--- config.mk ---
export PLATFORM = sky130hd
export DESIGN_NAME = stp_tuning_regs
export DESIGN_NICKNAME = d
export VERILOG_FILES = /design/src/include/stp_pkg.sv /design/src/verilog/stp_cut_thresh.sv /design/src/verilog/stp_tuning_regs.sv
export VERILOG_INCLUDE_DIRS = /design/src /design/src/include
export SDC_FILE = /design/constraint.sdc
export NUM_CORES = 1
export LEC_CHECK = 0
export BUFFER_PORTS_ARGS = -buffer_cell sky130_fd_sc_hd__buf_2
export CELL_PAD_IN_SITES_DETAIL_PLACEMENT = 1
export CELL_PAD_IN_SITES_GLOBAL_PLACEMENT = 2
export CORE_MARGIN = 10
export CORE_UTILIZATION = 34
export CTS_BUF_LIST = sky130_fd_sc_hd__clkbuf_16
export DETAILED_ROUTE_END_ITERATION = 8
export PLACE_DENSITY = 0.87
export SLEW_MARGIN = 20
export SYNTH_ARGS = -nofsm -noshare
export SYNTH_HDL_FRONTEND = slang
export SYNTH_SLANG_ARGS = --single-unit
--- constraint.sdc ---
create_clock -name clk_sys -period 2.25 [get_ports clk_sys]
set_clock_uncertainty 0.15 [all_clocks]
set_input_delay 0.225 -clock clk_sys [delete_from_list [all_inputs] [get_ports clk_sys]]
set_output_delay 0.225 -clock clk_sys [all_outputs]
set_load 0.1 [all_outputs]
--- src/include/stp_cfg.svh ---
// Offsets, field positions and reset values of the port tuning registers
`ifndef STP_CFG_SVH
`define STP_CFG_SVH

`define STP_OFF_ROLE_CTRL    8'h68
`define STP_OFF_TEST_AUX     8'h6C
`define STP_OFF_TIMER_OVR    8'h70
`define STP_OFF_FWD_MODE     8'h74

`define STP_RST_ROLE_CTRL    32'h04001060
`define STP_RST_TEST_AUX     32'h04000800
`define STP_RST_TIMER_OVR    32'h80000000
`define STP_RST_FWD_MODE     32'h00000002

`define STP_WMASK_TIMER_OVR  32'h7FFF1FFF
`define STP_WMASK_FWD_MODE   32'h00000007
`define STP_LMASK_ROLE_CTRL  32'h00006000
`define STP_LMASK_TIMER_OVR  32'hFFFF7FFF

`define STP_BIT_ROLE_UNLOCK  1
`define STP_BIT_HOTRST_DIS   2
`define STP_BIT_ROLE_DN      3
`define STP_REPLAY_MSB       11
`define STP_BIT_REPLAY_EN    12
`define STP_BIT_PM_CAP_DIS   13
`define STP_BIT_MSI_CAP_DIS  14
`define STP_ACK_LSB          16
`define STP_ACK_MSB          29
`define STP_BIT_ACK_EN       30
`define STP_BIT_VGA_EN       31
`define STP_BIT_STORE_FWD    0
`define STP_THRESH_LSB       1
`define STP_THRESH_MSB       2

`endif

--- src/include/stp_pkg.sv ---
// Types shared by the port tuning register bank
package stp_pkg;
    typedef logic [31:0] stp_word_t;
    typedef logic [11:0] stp_replay_t;
    typedef logic [13:0] stp_ack_t;
    typedef logic [11:0] stp_len_t;
    typedef enum logic [1:0]
    {
        STP_TH_MID   = 2'b00,
        STP_TH_MID_1 = 2'b01,
        STP_TH_MID_2 = 2'b10,
        STP_TH_MID_3 = 2'b11
    } stp_thresh_t;
endpackage

--- src/verilog/stp_cut_thresh.sv ---
// Forwarding start point from forwarding mode and cut-through threshold
`timescale 1ns/1ps
module stp_cut_thresh
    import stp_pkg::*;
(
    input  wire logic        clk_sys,
    input  wire logic        rst_n,
    input  wire logic        store_fwd,
    input  wire stp_thresh_t thresh,
    input  wire logic        low_to_high,
    input  wire stp_len_t    pkt_len,
    output stp_len_t         fwd_start
);
    stp_len_t mid;
    stp_len_t next_start;

    assign mid = {1'b0, pkt_len[11:1]};

    always_comb
    begin
        next_start = '0;
        if (store_fwd)
        begin
            // Whole packet must be in before it leaves
            next_start = pkt_len;
        end
        else if (low_to_high)
        begin
            // Slow ingress: start near the middle so egress never starves
            if (mid > stp_len_t'(thresh))
            begin
                next_start = mid - stp_len_t'(thresh);
            end
        end
    end

    always_ff @(posedge clk_sys or negedge rst_n)
    begin
        if (!rst_n)
        begin
            fwd_start <= '0;
        end
        else
        begin
            fwd_start <= next_start;
        end
    end
endmodule

--- src/verilog/stp_tuning_regs.sv ---
// Vendor tuning register bank of a switch port, with its control outputs
//
// Summary of operation
// - LTSSM role changes only while unlock bit set
// - Upstream link loss hot-resets downstream unless disabled or role bit set
// - Role bit: one downstream, zero upstream
// - Of the loaders, only EEPROM replaces role-control bits 14:13
// - 12-bit user replay value, resets zero
// - Replay enable selects user replay value
// - 14-bit user ACK latency, resets zero
// - ACK enable selects user ACK latency
// - Read-only VGA decode enable, default one
// - Store-forward bit selects forwarding, resets zero
// - Threshold applies low-speed to high-speed forwarding
// - Threshold: midpoint, or 1..3 cycles earlier
// - Default loads overwrite timer and mode fields
`timescale 1ns/1ps
`include "stp_cfg.svh"
module stp_tuning_regs
    import stp_pkg::*;
(
    input  wire logic        clk_sys,
    input  wire logic        rst_n,
    // Configuration space access
    input  wire logic        cfg_wr,
    input  wire logic        cfg_rd,
    input  wire logic [7:0]  cfg_addr,
    input  wire logic [3:0]  cfg_be,
    input  wire stp_word_t   cfg_wdata,
    output stp_word_t        cfg_rdata,
    output logic             cfg_rd_ack,
    // Default loader (SMBus, I2C or EEPROM)
    input  wire logic        ld_valid,
    input  wire logic        ld_eeprom,
    input  wire logic [7:0]  ld_addr,
    input  wire stp_word_t   ld_data,
    // Link and forwarding side
    input  wire logic        uplink_down,
    input  wire stp_replay_t int_replay_limit,
    input  wire stp_ack_t    int_ack_limit,
    input  wire logic        low_to_high,
    input  wire stp_len_t    pkt_len,
    output logic             downstream_role_select,
    output logic             hot_reset_dn,
    output stp_replay_t      replay_limit,
    output stp_ack_t         ack_limit,
    output logic             pm_cap_disable,
    output logic             msi_cap_disable,
    output logic             vga_decode_en,
    output logic             store_fwd,
    output stp_len_t         fwd_start
);
    stp_word_t link_role_test_control;
    stp_word_t link_test_control_aux;
    stp_word_t timer_ovr;
    stp_word_t fwd_mode_control;
    stp_word_t next_role;
    stp_word_t next_rdata;

    function automatic stp_word_t merge(input stp_word_t old_v,
                                        input stp_word_t new_v,
                                        input logic [3:0] be,
                                        input stp_word_t wmask);
        stp_word_t m;
        m = {{8{be[3]}}, {8{be[2]}}, {8{be[1]}}, {8{be[0]}}} & wmask;
        merge = (old_v & ~m) | (new_v & m);
    endfunction

    function automatic logic hit(input logic [7:0] a, input logic [7:0] off);
        hit = (a[7:2] == off[7:2]);
    endfunction

    always_comb
    begin
        next_role = merge(link_role_test_control, cfg_wdata, cfg_be,
                          32'hFFFFFFFF);
        if (!link_role_test_control[`STP_BIT_ROLE_UNLOCK])
        begin
            next_role[`STP_BIT_ROLE_DN] =
                link_role_test_control[`STP_BIT_ROLE_DN];
        end
    end

    always_ff @(posedge clk_sys or negedge rst_n)
    begin
        if (!rst_n)
        begin
            link_role_test_control <= `STP_RST_ROLE_CTRL;
        end
        else if (ld_valid && ld_eeprom && hit(ld_addr, `STP_OFF_ROLE_CTRL))
        begin
            link_role_test_control <=
                merge(link_role_test_control, ld_data, 4'hF,
                      `STP_LMASK_ROLE_CTRL);
        end
        else if (cfg_wr && hit(cfg_addr, `STP_OFF_ROLE_CTRL))
        begin
            link_role_test_control <= next_role;
        end
    end

    always_ff @(posedge clk_sys or negedge rst_n)
    begin
        if (!rst_n)
        begin
            link_test_control_aux <= `STP_RST_TEST_AUX;
        end
        else if (cfg_wr && hit(cfg_addr, `STP_OFF_TEST_AUX))
        begin
            link_test_control_aux <= merge(link_test_control_aux, cfg_wdata,
                                           cfg_be, 32'hFFFFFFFF);
        end
    end

    always_ff @(posedge clk_sys or negedge rst_n)
    begin
        if (!rst_n)
        begin
            timer_ovr <= `STP_RST_TIMER_OVR;
        end
        else if (ld_valid && hit(ld_addr, `STP_OFF_TIMER_OVR))
        begin
            timer_ovr <= merge(timer_ovr, ld_data, 4'hF,
                               `STP_LMASK_TIMER_OVR);
        end
        else if (cfg_wr && hit(cfg_addr, `STP_OFF_TIMER_OVR))
        begin
            timer_ovr <= merge(timer_ovr, cfg_wdata, cfg_be,
                               `STP_WMASK_TIMER_OVR);
        end
    end

    always_ff @(posedge clk_sys or negedge rst_n)
    begin
        if (!rst_n)
        begin
            fwd_mode_control <= `STP_RST_FWD_MODE;
        end
        else if (ld_valid && hit(ld_addr, `STP_OFF_FWD_MODE))
        begin
            fwd_mode_control <= merge(fwd_mode_control, ld_data, 4'hF,
                                      `STP_WMASK_FWD_MODE);
        end
        else if (cfg_wr && hit(cfg_addr, `STP_OFF_FWD_MODE))
        begin
            fwd_mode_control <= merge(fwd_mode_control, cfg_wdata, cfg_be,
                                      `STP_WMASK_FWD_MODE);
        end
    end

    always_comb
    begin
        next_rdata = '0;
        if (hit(cfg_addr, `STP_OFF_ROLE_CTRL))
        begin
            next_rdata = link_role_test_control;
        end
        else if (hit(cfg_addr, `STP_OFF_TEST_AUX))
        begin
            next_rdata = link_test_control_aux;
        end
        else if (hit(cfg_addr, `STP_OFF_TIMER_OVR))
        begin
            next_rdata = timer_ovr;
        end
        else if (hit(cfg_addr, `STP_OFF_FWD_MODE))
        begin
            next_rdata = fwd_mode_control;
        end
    end

    always_ff @(posedge clk_sys or negedge rst_n)
    begin
        if (!rst_n)
        begin
            cfg_rdata  <= '0;
            cfg_rd_ack <= 1'b0;
        end
        else
        begin
            cfg_rd_ack <= cfg_rd;
            if (cfg_rd)
            begin
                cfg_rdata <= next_rdata;
            end
        end
    end

    always_ff @(posedge clk_sys or negedge rst_n)
    begin
        if (!rst_n)
        begin
            downstream_role_select <= 1'b0;
            hot_reset_dn           <= 1'b0;
        end
        else
        begin
            downstream_role_select <= link_role_test_control[`STP_BIT_ROLE_DN];
            // hot reset on upstream link loss
            hot_reset_dn <= uplink_down
                & ~link_role_test_control[`STP_BIT_HOTRST_DIS]
                & ~link_role_test_control[`STP_BIT_ROLE_DN];
        end
    end

    always_ff @(posedge clk_sys or negedge rst_n)
    begin
        if (!rst_n)
        begin
            replay_limit <= '0;
            ack_limit    <= '0;
        end
        else
        begin
            replay_limit <= timer_ovr[`STP_BIT_REPLAY_EN]
                ? timer_ovr[`STP_REPLAY_MSB:0] : int_replay_limit;
            ack_limit <= timer_ovr[`STP_BIT_ACK_EN]
                ? timer_ovr[`STP_ACK_MSB:`STP_ACK_LSB] : int_ack_limit;
        end
    end

    always_ff @(posedge clk_sys or negedge rst_n)
    begin
        if (!rst_n)
        begin
            pm_cap_disable  <= 1'b0;
            msi_cap_disable <= 1'b0;
            vga_decode_en   <= 1'b1;
            store_fwd       <= 1'b0;
        end
        else
        begin
            pm_cap_disable  <= timer_ovr[`STP_BIT_PM_CAP_DIS];
            msi_cap_disable <= timer_ovr[`STP_BIT_MSI_CAP_DIS];
            vga_decode_en   <= timer_ovr[`STP_BIT_VGA_EN];
            store_fwd       <= fwd_mode_control[`STP_BIT_STORE_FWD];
        end
    end

    stp_cut_thresh stp_cut_thresh_inst
    (
        .clk_sys     (clk_sys),
        .rst_n       (rst_n),
        .store_fwd   (fwd_mode_control[`STP_BIT_STORE_FWD]),
        .thresh      (stp_thresh_t'(
                      fwd_mode_control[`STP_THRESH_MSB:`STP_THRESH_LSB])),
        .low_to_high (low_to_high),
        .pkt_len     (pkt_len),
        .fwd_start   (fwd_start)
    );
endmodule

==> qor.yml, run 1 <==
drt_iter0_markers: 273
cts-htree-levels: 4
dp_cells: 1174
ff2ff_setup_slack_ns: 0.11
start_util: 0.3483
grt_use_met1: 0.2094
critical_path.startpoint_type: "primary input"
cts_tree: "yes"
core_um2: 22850
clock_sinks: 175
antenna_found_initial: 4
ctsLongestPathBuffers: 2
area_delta_synth_final_pct: 41.27
route.detailed.drc: 0
synth_ff_type: "dfrtp_1"
grt_pass1_wl_um: 44180
synth_area_um2: 7958
cp.required_ns: 2.43
grt.total_usage: 0.1867
drive_above_1_share: 0.3731
fin_crit_sh: 0.9734
drt-total-wl_um: 28040
met3_usage: 0.04727
rows: 55
outcome: "finished, final reports clean"
grt_overflow: 0
hpwl_um: 18580
clock_latency_ns: 0.43
worstPathArrival_ns: 2.37
gp_congestion: 0.8243
cts_buffers: 17
critPathCaptureType: "register"
finalNonFillerCells: 1329
nNetsFinal: 1133
antenna_left: 0
slew_viol_final: 0
synthesis.nets: 804
syn_avg_cell_area_um2: 11.86
die_h_um: 173.0
cts.clk_slew.worst_paths_ns: 0.07
placed_area_um2: 9472
vdd_ir_drop_max_mv: 0.4047
synthArstFlopShare: 1.000
grt.busiest_layer: "met2"
ys_ff_latch: 175
numPortBuffers: 201
critical_path_class: "primary input to register"
vias: 6605
die_area_um2: 29920
finalPower_mw: 9.205
synthDistinctLibCells: 52
whs_path_depth: 3
min-delay-path-class: "primary input to register"
ys_seq_area_frac: 0.5517
yosys_warnings: 0
cp_max_fo: 5
p_per_area_nw_per_um2: 818.8
hold_viol: 0
met2_usage: 0.3339
dr.pass1.iters: 4
fin_crit_ns: 2.190
grt_max_degree: 61
final_area_um2: 11240
grt_pass1_vias: 7489
finalSetupViolCount: 0
syn_inst: 671
via_per_inst: 4.970
rsz0062_at_grt: "true"
slew_headroom: 0.4143
p_leak_nw: 5.215
die_x_um: 173.0
synth-edff-count: 0
hp-start: "ld_addr[4]"
wl_per_cell_um: 21.10
reg2regPathDepth: 6
ioPinCount: 207
maxCapViolCount: 0
num-fill-cells: 2511
fmax_mhz: 456.6
post_cts_buffers: 0
cts_root_buffer: "clkbuf_16"
r2r_end: "stp_cut_thresh_inst.fwd_start[8]"
worst_slew_pin_slew_ns: 0.8785
-- area by class of cell --
| cell class | instances | area, µm² | share of cell area |
|---|---|---|---|
| clock inverter | 15 | 121.4 | 0.01080 |
| multi-input combinational | 417 | 3292 | 0.2928 |
| antenna | 3 | 7.507 | 0.0006678 |
| sequential | 175 | 4390 | 0.3905 |
| tap | 313 | 391.6 | 0.03484 |
| timing repair buffer | 349 | 2464 | 0.2191 |
| clock buffer | 17 | 425.4 | 0.03784 |
| inverter | 40 | 150.1 | 0.01336 |
-- worst max path at each step --
| stage | from | end | slack, ns | cells after the start |
|---|---|---|---|---|
| finish | pkt_len[1] | stp_cut_thresh_inst.fwd_start[5] | 0.06 | 9 |
| CTS | register | stp_cut_thresh_inst.fwd_start[8] | 0.02 | 6 |
| floorplan | ld_addr[7] | link_role_test_control[0] | 0.38 | 6 |
| detailed placement | register | stp_cut_thresh_inst.fwd_start[8] | 0.05 | 6 |
| global route | pkt_len[1] | stp_cut_thresh_inst.fwd_start[5] | -0.03 | 9 |
| global placement | ld_addr[7] | link_role_test_control[7] | 0.11 | 5 |
-- cell usage after synthesis (2+ instances only) --
cell type | number | area share
a21oi_1 | 8 | 0.0050
a221oi_1 | 31 | 0.034
a22o_1 | 2 | 0.0022
a22oi_1 | 28 | 0.026
a31oi_1 | 2 | 0.0016
and3_1 | 4 | 0.0031
buf_2 | 9 | 0.0057
buf_6 | 3 | 0.0042
clkbuf_1 | 26 | 0.012
dfrtp_1 | 166 | 0.52
dfstp_2 | 9 | 0.030
ha_1 | 2 | 0.0031
inv_1 | 40 | 0.019
mux2_2 | 81 | 0.11
mux2_4 | 13 | 0.025
mux2i_1 | 34 | 0.043
nand2_1 | 52 | 0.025
nand2b_1 | 30 | 0.024
nand3_1 | 5 | 0.0031
nand3_2 | 2 | 0.0025
nand3b_1 | 3 | 0.0028
nand4b_1 | 2 | 0.0022
nor2_1 | 35 | 0.017
nor2b_1 | 3 | 0.0024
nor3_1 | 8 | 0.0050
nor3_2 | 2 | 0.0025
nor4_1 | 2 | 0.0016
nor4b_1 | 4 | 0.0044
o21ai_0 | 31 | 0.019
o21ai_1 | 4 | 0.0025
o22ai_1 | 3 | 0.0024
o31ai_1 | 4 | 0.0038
o32ai_1 | 3 | 0.0033
xor2_1 | 2 | 0.0022
-- through the flow --
stage            util  hold slack (ns)  setup TNS (ns)  worst slack, ns
6_report       0.4921          0.06289               0          0.05995
5_1_grt        0.4921          0.06451        -0.02566         -0.02566
4_1_cts        0.4911          0.02720               0          0.02428
3_5_place_dp   0.4146           0.1128               0          0.04993
3_3_place_gp   0.4146           0.1030               0           0.1087
2_1_floorplan       -          -0.2206               0           0.3796
-- cells by family after synthesis --
kind of cell,Yosys count,share of synthesized area
AOI/OAI and AO/OA,121,0.1061
and+or+nand+nor,162,0.1097
adders and majority gates,3,0.005660
DFF,175,0.5517
xor gates and xnor gates,3,0.003302
muxes,128,0.1819
buffers and inverters,79,0.04151
-- critical path, stage by stage --
cell and delay, ns:
dlygate4sd3_1 0.53, buf_2 0.13, inv_1 0.05, ha_1 0.22, fa_1 0.43, a21oi_1 0.13
nand4b_1 0.16, nand3b_1 0.23, o22ai_2 0.28
-- timing repair --
| item | 4_1_cts | 5_1_grt |
|---|---|---|
| setup endpoints to repair | 0 | 3 |
| gates resized for setup | 0 | 4 |
| endpoints found under the hold margin | 185 | 0 |
| hold buffers | 120 | 0 |
-- power breakdown --
part / internal (mW) / switching, mW
Combinational: 0.768 / 1.85
Sequential: 3.53 / 0.247
Clock: 1.52 / 1.30
-- cells in the final DEF (no fill, tap or decap), drive strengths merged, types with 4 or more instances in the layout --
master,Yosys,layout
o21ai,35,35
dfstp,9,9
nand3,7,7
dlygate4sd3,0,120
mux2i,34,34
inv,40,47
clkbuf,26,18
a21oi,8,8
mux2,94,94
and3,4,4
a221oi,31,31
nand2b,30,30
clkinv,0,5
buf,13,228
nor4b,5,5
nor3,10,10
nor2,35,35
a22oi,28,28
nand2,52,52
o31ai,4,4
dfrtp,166,166
-- per-layer routing --
metal  vias to the layer above  part of all wire
li1                       3071                 -
met1                      3301              0.40
met3                        39             0.053
met2                       194              0.52
met5                         -                 0
met4                         0             0.024
(Power assumes the default switching activity.)
==> inputs of run 2 (changes only) <==
CORE_UTILIZATION = 31   (was 34)
PLACE_DENSITY = 0.84   (was 0.87)
clock period = 1.95 ns   (was 2.25 ns; I/O delays follow)
==> run 2 against run 1 <==
  * The flow now finishes with violations (setup timing)
  * Critical path depth down 3
  * Combinational power increased by 23%
  * Largest cell class unchanged
  * Highest routed layer is now met5
  * Critical path type is now register to register
  * Global-route usage fell by 0.71 points
  * Via count increased by 4.4%
==> qor.yml, run 2 (synthesis gave the netlist of run 1 again) <==
outcome: "complete, but fails checks"
violations: "setup timing"
switching_share: 0.3760
drt-total-wl_um: 29950
die_h_um: 180.2
grt_max_degree: 48
grt_pass1_vias: 7971
clockPowerShare: 0.318
dr.pass1.iters: 4
slew_viol_final: 0
net-switching-power_mw: 4.155
hpwl_um: 19210
intPower_mw: 6.896
cp_max_fo: 5
drt_iter0_markers: 352
critical_path.startpoint_type: "register"
final_cell_mix: "buf_2, dfrtp_1, dlygate4sd3_1"
p_leak_nw: 5.460
core_um2: 25250
worst_slew_pin_slew_ns: 0.7035
slew_headroom: 0.5310
numPortBuffers: 201
die_x_um: 180.2
p_per_area_nw_per_um2: 936.2
cp.required_ns: 2.15
rows: 58
grt_pass1_wl_um: 46450
layout.cells.most_common: "buf_2"
finalSetupViolCount: 1
vdd_ir_drop_max_mv: 0.4174
ioPinCount: 207
fin_crit_ns: 1.964
cts_root_buffer: "clkbuf_16"
dpl_worst_slack_ns: -0.1175
drive_above_1_share: 0.4036
clock_sinks: 175
cts_tree: "yes"
vias: 6897
finalSetupTns_ns: -0.01358
area_delta_synth_final_pct: 48.35
hold_viol: 0
grt_overflow: 0
grt.total_usage: 0.1796
rsz0062_at_grt: "true"
route.detailed.drc: 0
seq_power_share: 0.392
antenna_found_initial: 8
maxCapViolCount: 0
start_util: 0.3151
critical_path_class: "register to register"
min-delay-path-class: "primary input to register"
setup_ws_ns: -0.01358
cts_buffers: 17
cts-htree-levels: 4
critPathCaptureType: "register"
fin_crit_sh: 1.007
fmax_mhz: 509.3
combPwrFrac: 0.290
num-fill-cells: 2745
cts.clk_slew.worst_paths_ns: 0.07
via_per_inst: 4.980
wl_per_cell_um: 21.63
die_area_um2: 32480
worstPathArrival_ns: 2.16
gp_congestion: 0.8303
nNetsFinal: 1168
ctsLongestPathBuffers: 2
antenna_left: 0
clock_latency_ns: 0.43
==> run 2: cell count changes in the layout (fill, tap and decap cells not counted), moves of 3 or more <==
cell	previous run	this run
nor4b_4	1	4
buf_4	25	42
inv_8	1	5
inv_1	43	40
nor4b_2	4	1
buf_6	0	5
diode_2	3	7
clkinv_4	1	4
dlygate4sd3_1	120	129
buf_12	3	8
==> run 2: metrics by stage <==
step / hold slack [ns] / utilization / std cells / area (µm²) / power, mW
floorplan: -0.2506 / - / 671 / 7958 / 6.373
global placement: 0.04688 / 0.3847 / 1211 / 9714 / 7.135
detailed placement: 0.04860 / 0.3847 / 1211 / 9714 / 7.204
CTS: 0.01834 / 0.4605 / 1373 / 11630 / 11.05
global route: 0.06233 / 0.4674 / 1384 / 11800 / 11.51
finish: 0.04765 / 0.4674 / 1385 / 11810 / 11.05
==> run 2: path summary, 6_finish.rpt <==
check                                                         to  cells past startpoint           from  slack, ns
worst max-delay path            stp_cut_thresh_inst.fwd_start[5]                      6       register      -0.01
worst min-delay path            stp_cut_thresh_inst.fwd_start[8]                      3     pkt_len[8]       0.05
worst max register to register  stp_cut_thresh_inst.fwd_start[5]                      6       register      -0.01
worst min register to register                     vga_decode_en                      0  timer_ovr[31]       0.22
max in group asynchronous                          timer_ovr[31]                      3          rst_n       0.86
min in group asynchronous                          ack_limit[10]                      2          rst_n       0.15
==> run 2: timing repair <==
| action | in CTS | in global routing |
|---|---|---|
| hold buffers | 130 | 0 |
| pin swaps | 0 | 5 |
| resized for setup | 3 | 27 |
| cloned | 0 | 1 |
| setup endpoints to repair | 4 | 28 |
| hold endpoints to repair | 266 | 0 |
| buffers inserted | 0 | 6 |
==> run 2: worst max-delay path: stages, from the launching register on <==
cell      delay [ns]
dfstp_2         0.39
ha_4            0.16
fa_2            0.36
a21oi_2         0.13
nand4b_1        0.19
nand3b_1        0.26
o22ai_2         0.25
==> run 2: area by class of cell <==
| cell class | instances | area, µm² | area share |
|---|---|---|---|
| sequential | 175 | 4392 | 0.3720 |
| multi-input combinational | 417 | 3388 | 0.2870 |
| timing repair buffer | 384 | 2844 | 0.2409 |
| clock buffer | 17 | 425.4 | 0.03604 |
| tap | 330 | 412.9 | 0.03498 |
| clock inverter | 15 | 175.2 | 0.01484 |
| inverter | 40 | 150.1 | 0.01272 |
| antenna | 7 | 17.52 | 0.001484 |
==> run 2: routing by layer <==
layer / vias up / GRT usage / wire length, µm / share of wire
met3: 47 / 0.04980 / 1842 / 0.061
li1: 3137 / - / - / -
met2: 224 / 0.3115 / 15200 / 0.51
met1: 3487 / 0.2073 / 12110 / 0.40
met5: - / 0 / 12 / 0.00040
met4: 2 / 0.06463 / 787 / 0.026
==> run 2: power by group through the flow <==
| stage | logic (mW) | clock network [mW] | registers [mW] |
|---|---|---|---|
| 4_1_cts | 3.14 | 3.59 | 4.32 |
| 3_3_place_gp | 2.77 | 0 | 4.37 |
| 6_report | 3.20 | 3.51 | 4.33 |
| 3_5_place_dp | 2.81 | 0 | 4.39 |
| 5_1_grt | 3.38 | 3.74 | 4.38 |
| 2_1_floorplan | 0.671 | 0 | 5.70 |
